**src/adcc_pkg.sv**
```systemverilog
// package: register map, field positions, reset values and timing of the converter control
// Behaviour
// - four clock settings: divide 16, 8, 4, osc/4
// - conversion lasts exactly 13 bit periods
// - bit clock divided from instruction clock, or from the oscillator at osc/4
// - clock select latched at conversion start
// - sleep discards clock select
// - reference is always the supply
// - reset sets analog pin select to FF
// - pin select active regardless of power bit
// - channel write deferred until conversion ends
// - sleep discards channel select
// - go starts; done clears go, sets flag
// - clearing go aborts, partial result kept
// - sleep clears go, stops conversion
// - go ignored while power bit clear
// - done flag sticky until software clears
// - result is eight bits
// - sleep sets clock and channel selects to ones, powers down
// - clear result, shift marker, nine shifts end
package adcc_pkg;
    // register byte addresses
    localparam logic [7:0] ADDR_CTRL   = 8'h00;
    localparam logic [7:0] ADDR_RESULT = 8'h04;
    localparam logic [7:0] ADDR_PINS   = 8'h08;
    localparam logic [7:0] ADDR_FLAGS  = 8'h0C;
    localparam logic [7:0] ADDR_ENAB   = 8'h10;
    localparam logic [7:0] ADDR_STAT   = 8'h14;
    // control register fields
    localparam int CTRL_CLK_LSB = 6;
    localparam int CTRL_CH_LSB  = 2;
    localparam int CTRL_GO      = 1;
    localparam int CTRL_PWR     = 0;
    localparam int FLAG_DONE    = 7;
    localparam int ENAB_DONE    = 7;
    // reset values
    localparam logic [1:0] CLK_RESET  = 2'h3;
    localparam logic [3:0] CH_RESET   = 4'hF;
    localparam logic [7:0] PINS_RESET = 8'hFF;
    // clock select codes
    localparam logic [1:0] CLK_DIV16 = 2'h0;
    localparam logic [1:0] CLK_DIV8  = 2'h1;
    localparam logic [1:0] CLK_DIV4  = 2'h2;
    localparam logic [1:0] CLK_OSC4  = 2'h3;
    // divisors in instruction clocks
    localparam logic [4:0] DIV16 = 5'h10;
    localparam logic [4:0] DIV8  = 5'h08;
    localparam logic [4:0] DIV4  = 5'h04;
    // bit periods per conversion and sample periods
    localparam logic [3:0] CONV_PERIODS = 4'hD;
    localparam logic [3:0] SAMPLE_PERIODS = 4'h3;
    // sequencer states
    typedef enum logic [1:0] {
        ADCC_IDLE   = 2'b00,
        ADCC_SAMPLE = 2'b01,
        ADCC_SHIFT  = 2'b10,
        ADCC_FINISH = 2'b11
    } adcc_state_e;
endpackage

```
**src/adcc_clkdiv.sv**
```systemverilog
// bit-period tick generator from the instruction clock, or from oscillator ticks at osc/4
`timescale 1ns/10ps
`default_nettype none
module adcc_clkdiv
(
    input  wire logic       pclk,
    input  wire logic       presetn,
    input  wire logic       run,
    input  wire logic [1:0] sel,
    input  wire logic       osc_tick,
    output logic            tick
);
    typedef struct packed
    {
        logic [4:0] cnt;
        logic       tick;
    } adcc_div_s;

    adcc_div_s st_reg;
    adcc_div_s st_next;
    logic [4:0] div;
    logic       step;

    // divisor and count source per selection
    // four clock settings
    always_comb
    begin
        case (sel)
            adcc_pkg::CLK_DIV16: div = adcc_pkg::DIV16;
            adcc_pkg::CLK_DIV8:  div = adcc_pkg::DIV8;
            adcc_pkg::CLK_DIV4:  div = adcc_pkg::DIV4;
            default:             div = adcc_pkg::DIV4;
        endcase
        step = (sel == adcc_pkg::CLK_OSC4) ? osc_tick : 1'b1;
    end

    // count instruction clocks, or oscillator ticks at osc/4, into one bit period
    // divided from clock
    always_comb
    begin
        st_next = st_reg;
        st_next.tick = 1'b0;
        if (!run)
        begin
            st_next.cnt = 5'h00;
        end
        else if (step)
        begin
            if (st_reg.cnt == div - 5'h01)
            begin
                st_next.cnt  = 5'h00;
                st_next.tick = 1'b1;
            end
            else
            begin
                st_next.cnt = st_reg.cnt + 5'h01;
            end
        end
    end

    always_ff @(posedge pclk or negedge presetn)
    begin
        if (!presetn)
            st_reg <= '0;
        else
            st_reg <= st_next;
    end

    assign tick = st_reg.tick;
endmodule
`default_nettype wire

```
**src/adcc_sar.sv**
```systemverilog
// successive approximation result register with leading-one marker
`timescale 1ns/10ps
`default_nettype none
module adcc_sar
(
    input  wire logic       pclk,
    input  wire logic       presetn,
    input  wire logic       clear,
    input  wire logic       shift,
    input  wire logic       cmp_in,
    output logic [7:0]      result,
    output logic            marker_out
);
    typedef struct packed
    {
        logic [7:0] res;
        logic [8:0] mark;
        logic       out;
    } adcc_sar_s;

    adcc_sar_s st_reg;
    adcc_sar_s st_next;

    // clear empties the result and parks the marker above bit 7
    // marker shift sequence
    always_comb
    begin
        st_next = st_reg;
        st_next.out = 1'b0;
        if (clear)
        begin
            st_next.res  = 8'h00;
            st_next.mark = 9'h100;
        end
        else if (shift)
        begin
            st_next.out  = st_reg.mark[0];
            st_next.mark = {1'b0, st_reg.mark[8:1]};
            // resolved bit lands where the marker stood; kept apart from
            // the marker so a resolved one is never taken for it
            for (int i = 0; i < 8; i++)
                if (st_reg.mark[i])
                    st_next.res[i] = cmp_in;
        end
    end

    always_ff @(posedge pclk or negedge presetn)
    begin
        if (!presetn)
            st_reg <= '0;
        else
            st_reg <= st_next;
    end

    assign result     = st_reg.res | st_reg.mark[7:0];
    assign marker_out = st_reg.out;
endmodule
`default_nettype wire

```
**src/adcc_top.sv**
```systemverilog
// converter control: APB registers, sequencing, sleep and reset handling
`timescale 1ns/10ps
`default_nettype none
module adcc_top
(
    input  wire logic        pclk,
    input  wire logic        presetn,
    input  wire logic        psel,
    input  wire logic        penable,
    input  wire logic        pwrite,
    input  wire logic [7:0]  paddr,
    input  wire logic [31:0] pwdata,
    output logic [31:0]      prdata,
    output logic             pready,
    output logic             pslverr,
    input  wire logic        sleep_enter,
    input  wire logic        osc_tick,
    input  wire logic        cmp_in,
    output logic [3:0]       mux_channel,
    output logic             sample_en,
    output logic             converter_power_on,
    output logic [7:0]       analog_pin_select,
    output logic             conv_irq
);
    typedef struct packed
    {
        adcc_pkg::adcc_state_e state;
        logic [1:0] conv_clock_select;
        logic [3:0] channel_select;
        logic [3:0] chan_active;
        logic       chan_pending;
        logic [3:0] chan_wr;
        logic [1:0] clk_active;
        logic       go;
        logic       power;
        logic [7:0] pins;
        logic       conversion_done_flag;
        logic       conversion_irq_enable;
        logic [3:0] periods;
        logic [31:0] rdata;
        logic       ready;
        logic       err;
        logic       irq;
        logic       sample;
        logic       sleep_s1;
        logic       sleep_s2;
        logic       cmp_s1;
        logic       cmp_s2;
        logic       osc_s1;
        logic       osc_s2;
    } adcc_top_s;

    adcc_top_s st_reg;
    adcc_top_s st_next;
    logic       tick;
    logic       sar_clear;
    logic       sar_shift;
    logic [7:0] result;
    logic       marker_out;
    logic       wr_acc;
    logic       rd_acc;
    logic       running;

    // register decode hit check
    function automatic logic adcc_mapped(input logic [7:0] a);
        adcc_mapped = (a == adcc_pkg::ADDR_CTRL) || (a == adcc_pkg::ADDR_RESULT) ||
                      (a == adcc_pkg::ADDR_PINS) || (a == adcc_pkg::ADDR_FLAGS) ||
                      (a == adcc_pkg::ADDR_ENAB) || (a == adcc_pkg::ADDR_STAT);
    endfunction

    assign running = (st_reg.state != adcc_pkg::ADCC_IDLE);
    assign wr_acc  = psel && penable && pwrite && !st_reg.ready;
    assign rd_acc  = psel && penable && !pwrite && !st_reg.ready;

    // bit-period generator runs only during a conversion
    // latched clock select
    adcc_clkdiv u_div
    (
        .pclk     (pclk),
        .presetn  (presetn),
        .run      (running),
        .sel      (st_reg.clk_active),
        .osc_tick (st_reg.osc_s2),
        .tick     (tick)
    );

    adcc_sar u_sar
    (
        .pclk       (pclk),
        .presetn    (presetn),
        .clear      (sar_clear),
        .shift      (sar_shift),
        .cmp_in     (st_reg.cmp_s2),
        .result     (result),
        .marker_out (marker_out)
    );

    // sequencer strobes toward the approximation register
    always_comb
    begin
        sar_clear = (st_reg.state == adcc_pkg::ADCC_SAMPLE) && tick &&
                    (st_reg.periods == adcc_pkg::SAMPLE_PERIODS - 4'h1);
        sar_shift = (st_reg.state == adcc_pkg::ADCC_SHIFT) && tick;
    end

    // next-state: bus, synchronisers, sequencer, sleep
    always_comb
    begin
        st_next = st_reg;
        // pin inputs through two flops
        st_next.sleep_s1 = sleep_enter;
        st_next.sleep_s2 = st_reg.sleep_s1;
        st_next.cmp_s1   = cmp_in;
        st_next.cmp_s2   = st_reg.cmp_s1;
        st_next.osc_s1   = osc_tick;
        st_next.osc_s2   = st_reg.osc_s1;
        st_next.ready    = 1'b0;
        st_next.err      = 1'b0;

        // sequencer: 3 sample periods then 10 shift periods
        // thirteen bit periods
        case (st_reg.state)
            adcc_pkg::ADCC_IDLE:
            begin
                st_next.periods = 4'h0;
            end
            adcc_pkg::ADCC_SAMPLE:
            begin
                if (tick)
                begin
                    st_next.periods = st_reg.periods + 4'h1;
                    if (st_reg.periods == adcc_pkg::SAMPLE_PERIODS - 4'h1)
                        st_next.state = adcc_pkg::ADCC_SHIFT;
                end
            end
            adcc_pkg::ADCC_SHIFT:
            begin
                if (tick)
                begin
                    st_next.periods = st_reg.periods + 4'h1;
                    if (st_reg.periods == adcc_pkg::CONV_PERIODS - 4'h1)
                        st_next.state = adcc_pkg::ADCC_FINISH;
                end
            end
            adcc_pkg::ADCC_FINISH:
            begin
                st_next.go = 1'b0;
                st_next.conversion_done_flag = 1'b1;
                st_next.state = adcc_pkg::ADCC_IDLE;
            end
            default:
            begin
                st_next.state = adcc_pkg::ADCC_IDLE;
            end
        endcase
        // deferred channel takes effect once idle
        // deferred channel write
        if (st_reg.state == adcc_pkg::ADCC_FINISH && st_reg.chan_pending)
        begin
            st_next.channel_select = st_reg.chan_wr;
            st_next.chan_pending   = 1'b0;
        end

        // register writes
        if (wr_acc)
        begin
            st_next.ready = 1'b1;
            st_next.err   = !adcc_mapped(paddr);
            case (paddr)
                adcc_pkg::ADDR_CTRL:
                begin
                    st_next.conv_clock_select = pwdata[adcc_pkg::CTRL_CLK_LSB +: 2];
                    st_next.power = pwdata[adcc_pkg::CTRL_PWR];
                    if (running && st_reg.state != adcc_pkg::ADCC_FINISH)
                    begin
                        st_next.chan_wr      = pwdata[adcc_pkg::CTRL_CH_LSB +: 4];
                        st_next.chan_pending = 1'b1;
                    end
                    else
                    begin
                        st_next.channel_select = pwdata[adcc_pkg::CTRL_CH_LSB +: 4];
                    end
                    if (!pwdata[adcc_pkg::CTRL_GO] && running)
                    begin
                        st_next.go    = 1'b0;
                        st_next.state = adcc_pkg::ADCC_IDLE;
                        st_next.chan_pending = 1'b0;
                        st_next.channel_select = pwdata[adcc_pkg::CTRL_CH_LSB +: 4];
                    end
                    else if (pwdata[adcc_pkg::CTRL_GO] && pwdata[adcc_pkg::CTRL_PWR] &&
                             !running)
                    begin
                        st_next.go          = 1'b1;
                        st_next.state       = adcc_pkg::ADCC_SAMPLE;
                        st_next.clk_active  = pwdata[adcc_pkg::CTRL_CLK_LSB +: 2];
                        st_next.chan_active = pwdata[adcc_pkg::CTRL_CH_LSB +: 4];
                    end
                end
                adcc_pkg::ADDR_PINS:
                    st_next.pins = pwdata[7:0];
                adcc_pkg::ADDR_FLAGS:
                    if (!(st_reg.state == adcc_pkg::ADCC_FINISH))
                        st_next.conversion_done_flag = pwdata[adcc_pkg::FLAG_DONE];
                adcc_pkg::ADDR_ENAB:
                    st_next.conversion_irq_enable = pwdata[adcc_pkg::ENAB_DONE];
                default:
                begin
                end
            endcase
        end

        // register reads
        if (rd_acc)
        begin
            st_next.ready = 1'b1;
            st_next.err   = !adcc_mapped(paddr);
            case (paddr)
                adcc_pkg::ADDR_CTRL:
                    st_next.rdata = {24'h000000, st_reg.conv_clock_select,
                                     st_reg.channel_select, st_reg.go, st_reg.power};
                adcc_pkg::ADDR_RESULT:
                    st_next.rdata = {24'h000000, result};
                adcc_pkg::ADDR_PINS:
                    st_next.rdata = {24'h000000, st_reg.pins};
                adcc_pkg::ADDR_FLAGS:
                    st_next.rdata = {24'h000000, st_reg.conversion_done_flag, 7'h00};
                adcc_pkg::ADDR_ENAB:
                    st_next.rdata = {24'h000000, st_reg.conversion_irq_enable, 7'h00};
                adcc_pkg::ADDR_STAT:
                    st_next.rdata = {28'h0000000, st_reg.chan_pending,
                                     st_reg.chan_active[0], st_reg.state};
                default:
                    st_next.rdata = 32'h00000000;
            endcase
        end

        // sleep entry overrides control register writes and the sequencer
        // sleep stops conversion
        if (st_reg.sleep_s2)
        begin
            st_next.go    = 1'b0;
            st_next.state = adcc_pkg::ADCC_IDLE;
            st_next.power = 1'b0;
            st_next.conv_clock_select = adcc_pkg::CLK_RESET;
            st_next.channel_select = adcc_pkg::CH_RESET;
            st_next.chan_pending   = 1'b0;
        end

        st_next.irq    = st_next.conversion_done_flag && st_next.conversion_irq_enable;
        st_next.sample = (st_next.state == adcc_pkg::ADCC_SAMPLE);
    end

    always_ff @(posedge pclk or negedge presetn)
    begin
        if (!presetn)
        begin
            st_reg <= '0;
            st_reg.conv_clock_select <= adcc_pkg::CLK_RESET;
            st_reg.channel_select    <= adcc_pkg::CH_RESET;
            st_reg.chan_active       <= adcc_pkg::CH_RESET;
            st_reg.clk_active        <= adcc_pkg::CLK_RESET;
            st_reg.pins              <= adcc_pkg::PINS_RESET;
        end
        else
        begin
            st_reg <= st_next;
        end
    end

    // outputs from flops; reference is fixed to supply, no pin
    // supply reference
    assign prdata             = st_reg.rdata;
    assign pready             = st_reg.ready;
    assign pslverr            = st_reg.err;
    assign mux_channel        = st_reg.chan_active;
    assign sample_en          = st_reg.sample;
    assign converter_power_on = st_reg.power;
    assign analog_pin_select  = st_reg.pins;
    assign conv_irq           = st_reg.irq;

    // done flag set the cycle after a finish state unless sleep is active
    property p_flag_set;
        @(posedge pclk) disable iff (!presetn)
        (st_reg.state == adcc_pkg::ADCC_FINISH && !st_reg.sleep_s2) |=> st_reg.conversion_done_flag;
    endproperty
    a_flag_set: assert property (p_flag_set) else $error("done flag not set");
    property p_go_power;
        @(posedge pclk) disable iff (!presetn)
        $rose(st_reg.go) |-> st_reg.power;
    endproperty
    a_go_power: assert property (p_go_power) else $error("go set without power");
    property p_sleep;
        @(posedge pclk) disable iff (!presetn)
        st_reg.sleep_s2 |=> !st_reg.go && !st_reg.power && st_reg.channel_select == 4'hF;
    endproperty
    a_sleep: assert property (p_sleep) else $error("sleep did not clear state");
    property p_irq;
        @(posedge pclk) disable iff (!presetn)
        conv_irq |-> st_reg.conversion_irq_enable && st_reg.conversion_done_flag;
    endproperty
    a_irq: assert property (p_irq) else $error("irq without enable");
    property p_chan_hold;
        @(posedge pclk) disable iff (!presetn)
        (running && $stable(running)) |-> $stable(st_reg.chan_active);
    endproperty
    a_chan_hold: assert property (p_chan_hold) else $error("channel moved mid conversion");
    property p_clk_hold;
        @(posedge pclk) disable iff (!presetn)
        (running && $past(running)) |-> $stable(st_reg.clk_active);
    endproperty
    a_clk_hold: assert property (p_clk_hold) else $error("clock moved mid conversion");
    property p_ready;
        @(posedge pclk) disable iff (!presetn)
        (psel && penable && !pready) |=> pready;
    endproperty
    a_ready: assert property (p_ready) else $error("apb answer late");
    property p_flag_sticky;
        @(posedge pclk) disable iff (!presetn)
        (st_reg.conversion_done_flag && !(psel && pwrite && paddr == adcc_pkg::ADDR_FLAGS))
        |=> st_reg.conversion_done_flag;
    endproperty
    a_flag_sticky: assert property (p_flag_sticky) else $error("flag dropped");
    property p_marker;
        @(posedge pclk) disable iff (!presetn)
        marker_out |-> st_reg.periods == adcc_pkg::CONV_PERIODS - 4'h1;
    endproperty
    a_marker: assert property (p_marker) else $error("marker left at wrong step");
endmodule
`default_nettype wire

```
**config.mk**
```make
export PLATFORM = sky130hd
export DESIGN_NAME = adcc_top
export DESIGN_NICKNAME = d
export VERILOG_FILES = /design/src/adcc_pkg.sv /design/src/adcc_clkdiv.sv /design/src/adcc_sar.sv /design/src/adcc_top.sv
export SDC_FILE = /design/constraint.sdc
export NUM_CORES = 1
export LEC_CHECK = 0
export BUFFER_PORTS_ARGS = -buffer_cell sky130_fd_sc_hd__buf_2
export CORE_MARGIN = 3
export CORE_UTILIZATION = 54
export DETAILED_ROUTE_END_ITERATION = 16
export GPL_TIMING_DRIVEN = 1
export PLACE_DENSITY = 0.8
export SLEW_MARGIN = 15
export SYNTH_ARGS = -nofsm -noshare
export SYNTH_HDL_FRONTEND = slang
export SYNTH_SLANG_ARGS = --single-unit
```
**constraint.sdc**
```tcl
create_clock -name pclk -period 2.6 [get_ports pclk]
set_input_delay 0.78 -clock pclk [delete_from_list [all_inputs] [get_ports pclk]]
set_output_delay 0.78 -clock pclk [all_outputs]
set_load 0.05 [all_outputs]
```
---- Word-level counts from Yosys, hierarchy flattened ----
Cells that the tools add are included.
cells by class
  add/sub/neg operators ................... 3
  multiply operators ...................... 0
  divide/modulo/power cells ............... 0
  order comparisons ....................... 0
  eq/ne operators ......................... 17
  shift-type cells ........................ 0
  mux-type cells .......................... 51
  bitwise gates (word level) .............. 2
  reduce and logical (&&, ||, !) cells .... 54
operators by type and width
  cell                                                                    count
  8-bit case mux with 6 select lines                                      1
  31-bit two-way mux                                                      1
  2-bit nonzero test                                                      13
  4-bit two-way mux                                                       6
  2-bit AND reduction                                                     11
  21-bit two-way mux                                                      1
  1-bit two-way mux                                                       20
  2-bit two-way mux                                                       10
  18-bit two-way mux                                                      1
  17-bit two-way mux                                                      1
  8-bit by 4-bit equality test with 1-bit output (second input constant)  2
  8-bit by 5-bit equality test with 1-bit output (second input constant)  2
  8-bit two-way mux                                                       2
  5-bit two-way mux                                                       3
  1-bit logical AND                                                       14
  5-bit case mux with 2 select lines                                      1
  8-bit by 3-bit equality test with 1-bit output (second input constant)  1
  8-bit zero test                                                         1
  8-bit bitwise OR                                                        1
  4-bit case mux with 2 select lines                                      1
  2-bit by 1-bit equality test with 1-bit output (second input constant)  3
  2-bit equality test (second input constant)                             3
  6-bit two-way mux                                                       1
  2-bit case mux with 3 select lines                                      1
  other kinds (16)                                                        26
storage, ports and cells
  flip-flop bits (word level) ............. 76
  latch bits .............................. 0
  RAM bits ................................ 0
  ROM bits ................................ 0
  input bits .............................. 48
  output and inout port bits .............. 49
  word-level logic and storage cells ...... 162
  memories ................................ 0

---- Logic depth before layout (Yosys ltp) ----
  word-level depth ........................ 10
  mapped depth ............................ 8

---- By module ----
Synthesis repeated with hierarchy kept, for this count alone.
unflattened totals
  cells, all modules ...................... 382
  area total of the unflattened synthesis .. 4041.4 µm²
by module, submodules not included
  module       times used  cells an instance  area each (µm²)
  adcc_top     1           273                2884.0
  adcc_sar     1           74                 824.5
  adcc_clkdiv  1           35                 332.8

---- Worst setup path after synthesis ----
OpenSTA, ideal clock, no wires.
  path type ............................... in2reg
  start ................................... in paddr[0]
  end ..................................... reg st_reg, in the netlist mux_channel[0]
  library setup time ...................... 0.082 ns
  arrival ................................. 2.263 ns
  required time ........................... 2.518 ns
  setup slack ............................. 0.254 ns
  stages .................................. 6
  path buffers ............................ 2
  cell sequence ........................... or4_1 buf_2 nor4_4 buf_4 nand3_4 mux2_2
between the ends
  longest elaborated chain between the ends .. 2
ends and longest elaborated chain
  item                                  line             source
  start, declared                       adcc_top.sv:11   input wire logic [7:0] paddr,
  8-bit zero test                       adcc_top.sv:169  case (paddr)
  4-bit AND reduction (no source line)  -
  end signal, assigned                  adcc_top.sv:266  st_reg <= st_next;
  end, declared                         adcc_top.sv:53   adcc_top_s st_reg;
Every way passes these cells.
A chain may end at the register's enable or synchronous reset.

---- Final worst setup path ----
  start ................................... in paddr[0]
  end ..................................... reg st_reg[60] in the netlist's numbering
between the ends
  longest elaborated chain between the ends .. 2
ends and longest elaborated chain
  item                                  line
  8-bit zero test                       adcc_top.sv:169
  3-bit AND reduction (no source line)  -
Every way passes these cells.

==> metrics.yaml <==
outcome: "finished, final reports clean"
grt_antenna_before_repair: 1
wire_per_inst_um: 15.2
multi_input_comb_area_um2: 1660
cts_resized: 0
grt_pass1_vias: 2812
drive_gt1_share_pct: 28.1
criticalPathCategory: "in2reg"
crit-reg2reg-launch: "st_reg[42]"
drt_iter0_markers: 108
dr.pass1.iters: 4
critPathCaptureType: "register"
core-area_um2: 6940
fin_skew_ns: 0.0148
fillers: 571
routed_wl_um: 7980
fin_crit_ns: 2.25
hold_path_class: "reg2reg"
clk_path_buf_depth: 2
die_h_um: 91.6
min_from: "st_next[0]"
grt_first_pass_wirelength_um: 13600
max_slew_margin_pct: 59.4
ys_ff_latch: 76
hold_end: "st_reg[0]"
synth.distinct_cells: 56
ir_drop_v: 0.000206
vias: 2900
yosysSeqAreaShare_pct: 48.7
rows: 30
netlist_area_um2: 3950
largest_reg_flops: 25
seqCellArea_um2: 1930
cellLeakagePower_nw: 2.00
die_w_um: 91.6
drv_slew: 0
r2r_slack_ns: 0.53
max_cap_viol_count: 0
htree_levels: 3
synth-edff-count: 0
max_freq_mhz: 444
min_period_over_period_pct: 86.6
setup_violations: 0
tritoncts: "built"
final_cells: 526
ant_nets: 0
ys_warn_count: 0
grt_use_total_pct: 20.2
crit_arrival_ns: 2.48
post_cts_buffers: 0
synthCells: 396
top_level_ports: 97
start_util_pct: 56.9
rsz0062_at_grt: "false"
hold_depth: 0
drcViolationCount: 0
ys.flop_type: "dfrtp_1"
cts_hold_buf: 0
final_nets: 481
dp.cells: 510
antennaDiodeCount: 0
clk_pin_slew_ns: 0.09
grt_max_degree: 40
clk_latency_ns: 0.35
dp_hpwl_um: 5760
tns_ns: 0
worst_ep_required_time_ns: 2.83
cts_made_buffers: 9
ys_async_sr_fraction_pct: 100
tightest_slew_ns: 0.609
vias_per_cell: 5.51
gr-total-overflow: 0
die_area_um2: 8380
root_buffer: "clkbuf_8"
portBuffers: 48
finalHoldViolations: 0
cts_sinks: 76
globalplace.congestion: 0.871
reg2reg_to: "u_sar.st_reg[1]"
cp_max_fo: 5
powerDensity_nw_per_um2: 545
crit_path_start_kind: "input port"
synth.avg_cell_area_um2: 9.98
reg2reg_depth: 5
area_growth_pct: 8.39
## layout make-up
type,count,area share [%]
timing repair buffer,58,7.71
tap,96,2.80
clock buffer,11,3.30
clock inverter,5,1.43
sequential,76,45.0
inverter,11,0.964
multi-input combinational,269,38.8
## worst max-delay path by stage
stage,from,endpoint,slack (ns)
5_1_grt,st_reg[42],u_sar.st_reg[1],0.22
4_1_cts,paddr[0],st_reg[62],0.37
3_3_place_gp,paddr[0],conv_irq,0.01
3_5_place_dp,paddr[0],st_reg[62],0.001
2_1_floorplan,paddr[0],mux_channel[0],0.25
6_report,paddr[0],st_reg[60],0.35
## kinds of logic after synthesis
| family | after synthesis | share of synthesized area (%) |
|---|---|---|
| adder cells (fa/ha/maj) | 8 | 2.53 |
| AO/OA/AOI/OAI | 74 | 11.9 |
| flip-flops | 76 | 48.7 |
| multiplexers | 25 | 7.25 |
| other | 1 | 0.0948 |
| buffers and inverters | 74 | 11.4 |
| XOR/XNOR | 3 | 0.665 |
| AND/OR/NAND/NOR | 135 | 17.4 |
## metal layers
| metal | up-vias | track usage, % | part of all wire, % |
|---|---|---|---|
| met1 | 1423 | 26.5 | 44 |
| met3 | 14 | 4.14 | 6.0 |
| li1 | 1370 | - | - |
| met2 | 91 | 32.4 | 48 |
| met5 | - | 0 | 0.23 |
| met4 | 2 | 8.67 | 1.7 |
## Yosys cell counts, types with 5 or more instances
| cell type | instances | share of area [%] |
|---|---|---|
| ha_1 | 8 | 2.5 |
| o21ai_0 | 16 | 2.0 |
| dfrtp_1 | 56 | 35 |
| mux2_2 | 19 | 5.4 |
| mux2i_1 | 5 | 1.3 |
| inv_1 | 11 | 1.0 |
| clkbuf_1 | 15 | 1.4 |
| and3_1 | 8 | 1.3 |
| buf_4 | 45 | 8.5 |
| nand2_1 | 45 | 4.3 |
| a21oi_1 | 26 | 3.3 |
| nand3_1 | 17 | 2.2 |
| nor3_1 | 6 | 0.76 |
| dfstp_2 | 20 | 13 |
| nand2b_1 | 5 | 0.79 |
| nor2_1 | 26 | 2.5 |
| a211oi_1 | 8 | 1.5 |
## power breakdown
part / switching [W] / total [W] / internal (W)
clock: 0.000441 / 0.000913 / 0.000472
combinational: 0.000171 / 0.000217 / 0.0000459
sequential: 0.00000974 / 0.00121 / 0.00120
total: 0.000622 / 0.00234 / 0.00171
## critical path: stages
cell,delay [ns]
buf_2,0.09
or4_1,0.60
nor4_4,0.32
nand3_1,0.32
mux2_2,0.37
## stage by stage
step                power, W  util [%]  hold slack, ns  worst slack [ns]  area [um^2]
floorplan            0.00141         -           0.331             0.254         4040
detailed placement   0.00144      58.8           0.336           0.00120         4080
CTS                  0.00235      61.7           0.336             0.369         4290
finish               0.00234      61.7           0.334             0.348         4290
global route         0.00242      61.7           0.358             0.215         4290
global placement     0.00144      58.8           0.334            0.0147         4080
## layout by cell type (no fill, tap or decap), drive strengths merged, types with 2 or more instances in the layout
master,count
a211oi,8
o21ai,16
xor2,3
and3,8
ha,8
or3,3
nor2b,2
nor4,3
inv,11
nand2b,5
buf,58
nand3b,3
o31a,2
or2,2
clkbuf,11
nand3,18
and2,2
clkinvlp,3
o21a,3
nand4,2
nand2,46
mux2i,5
nor2,26
conb,24
dfrtp,56
a32oi,3
a211o,2
nor3b,2
dfstp,20
mux2,19
a22o,3
nand4b,2
a21oi,26
nor3,6
No activity file was read; power rests on OpenSTA's default activity.
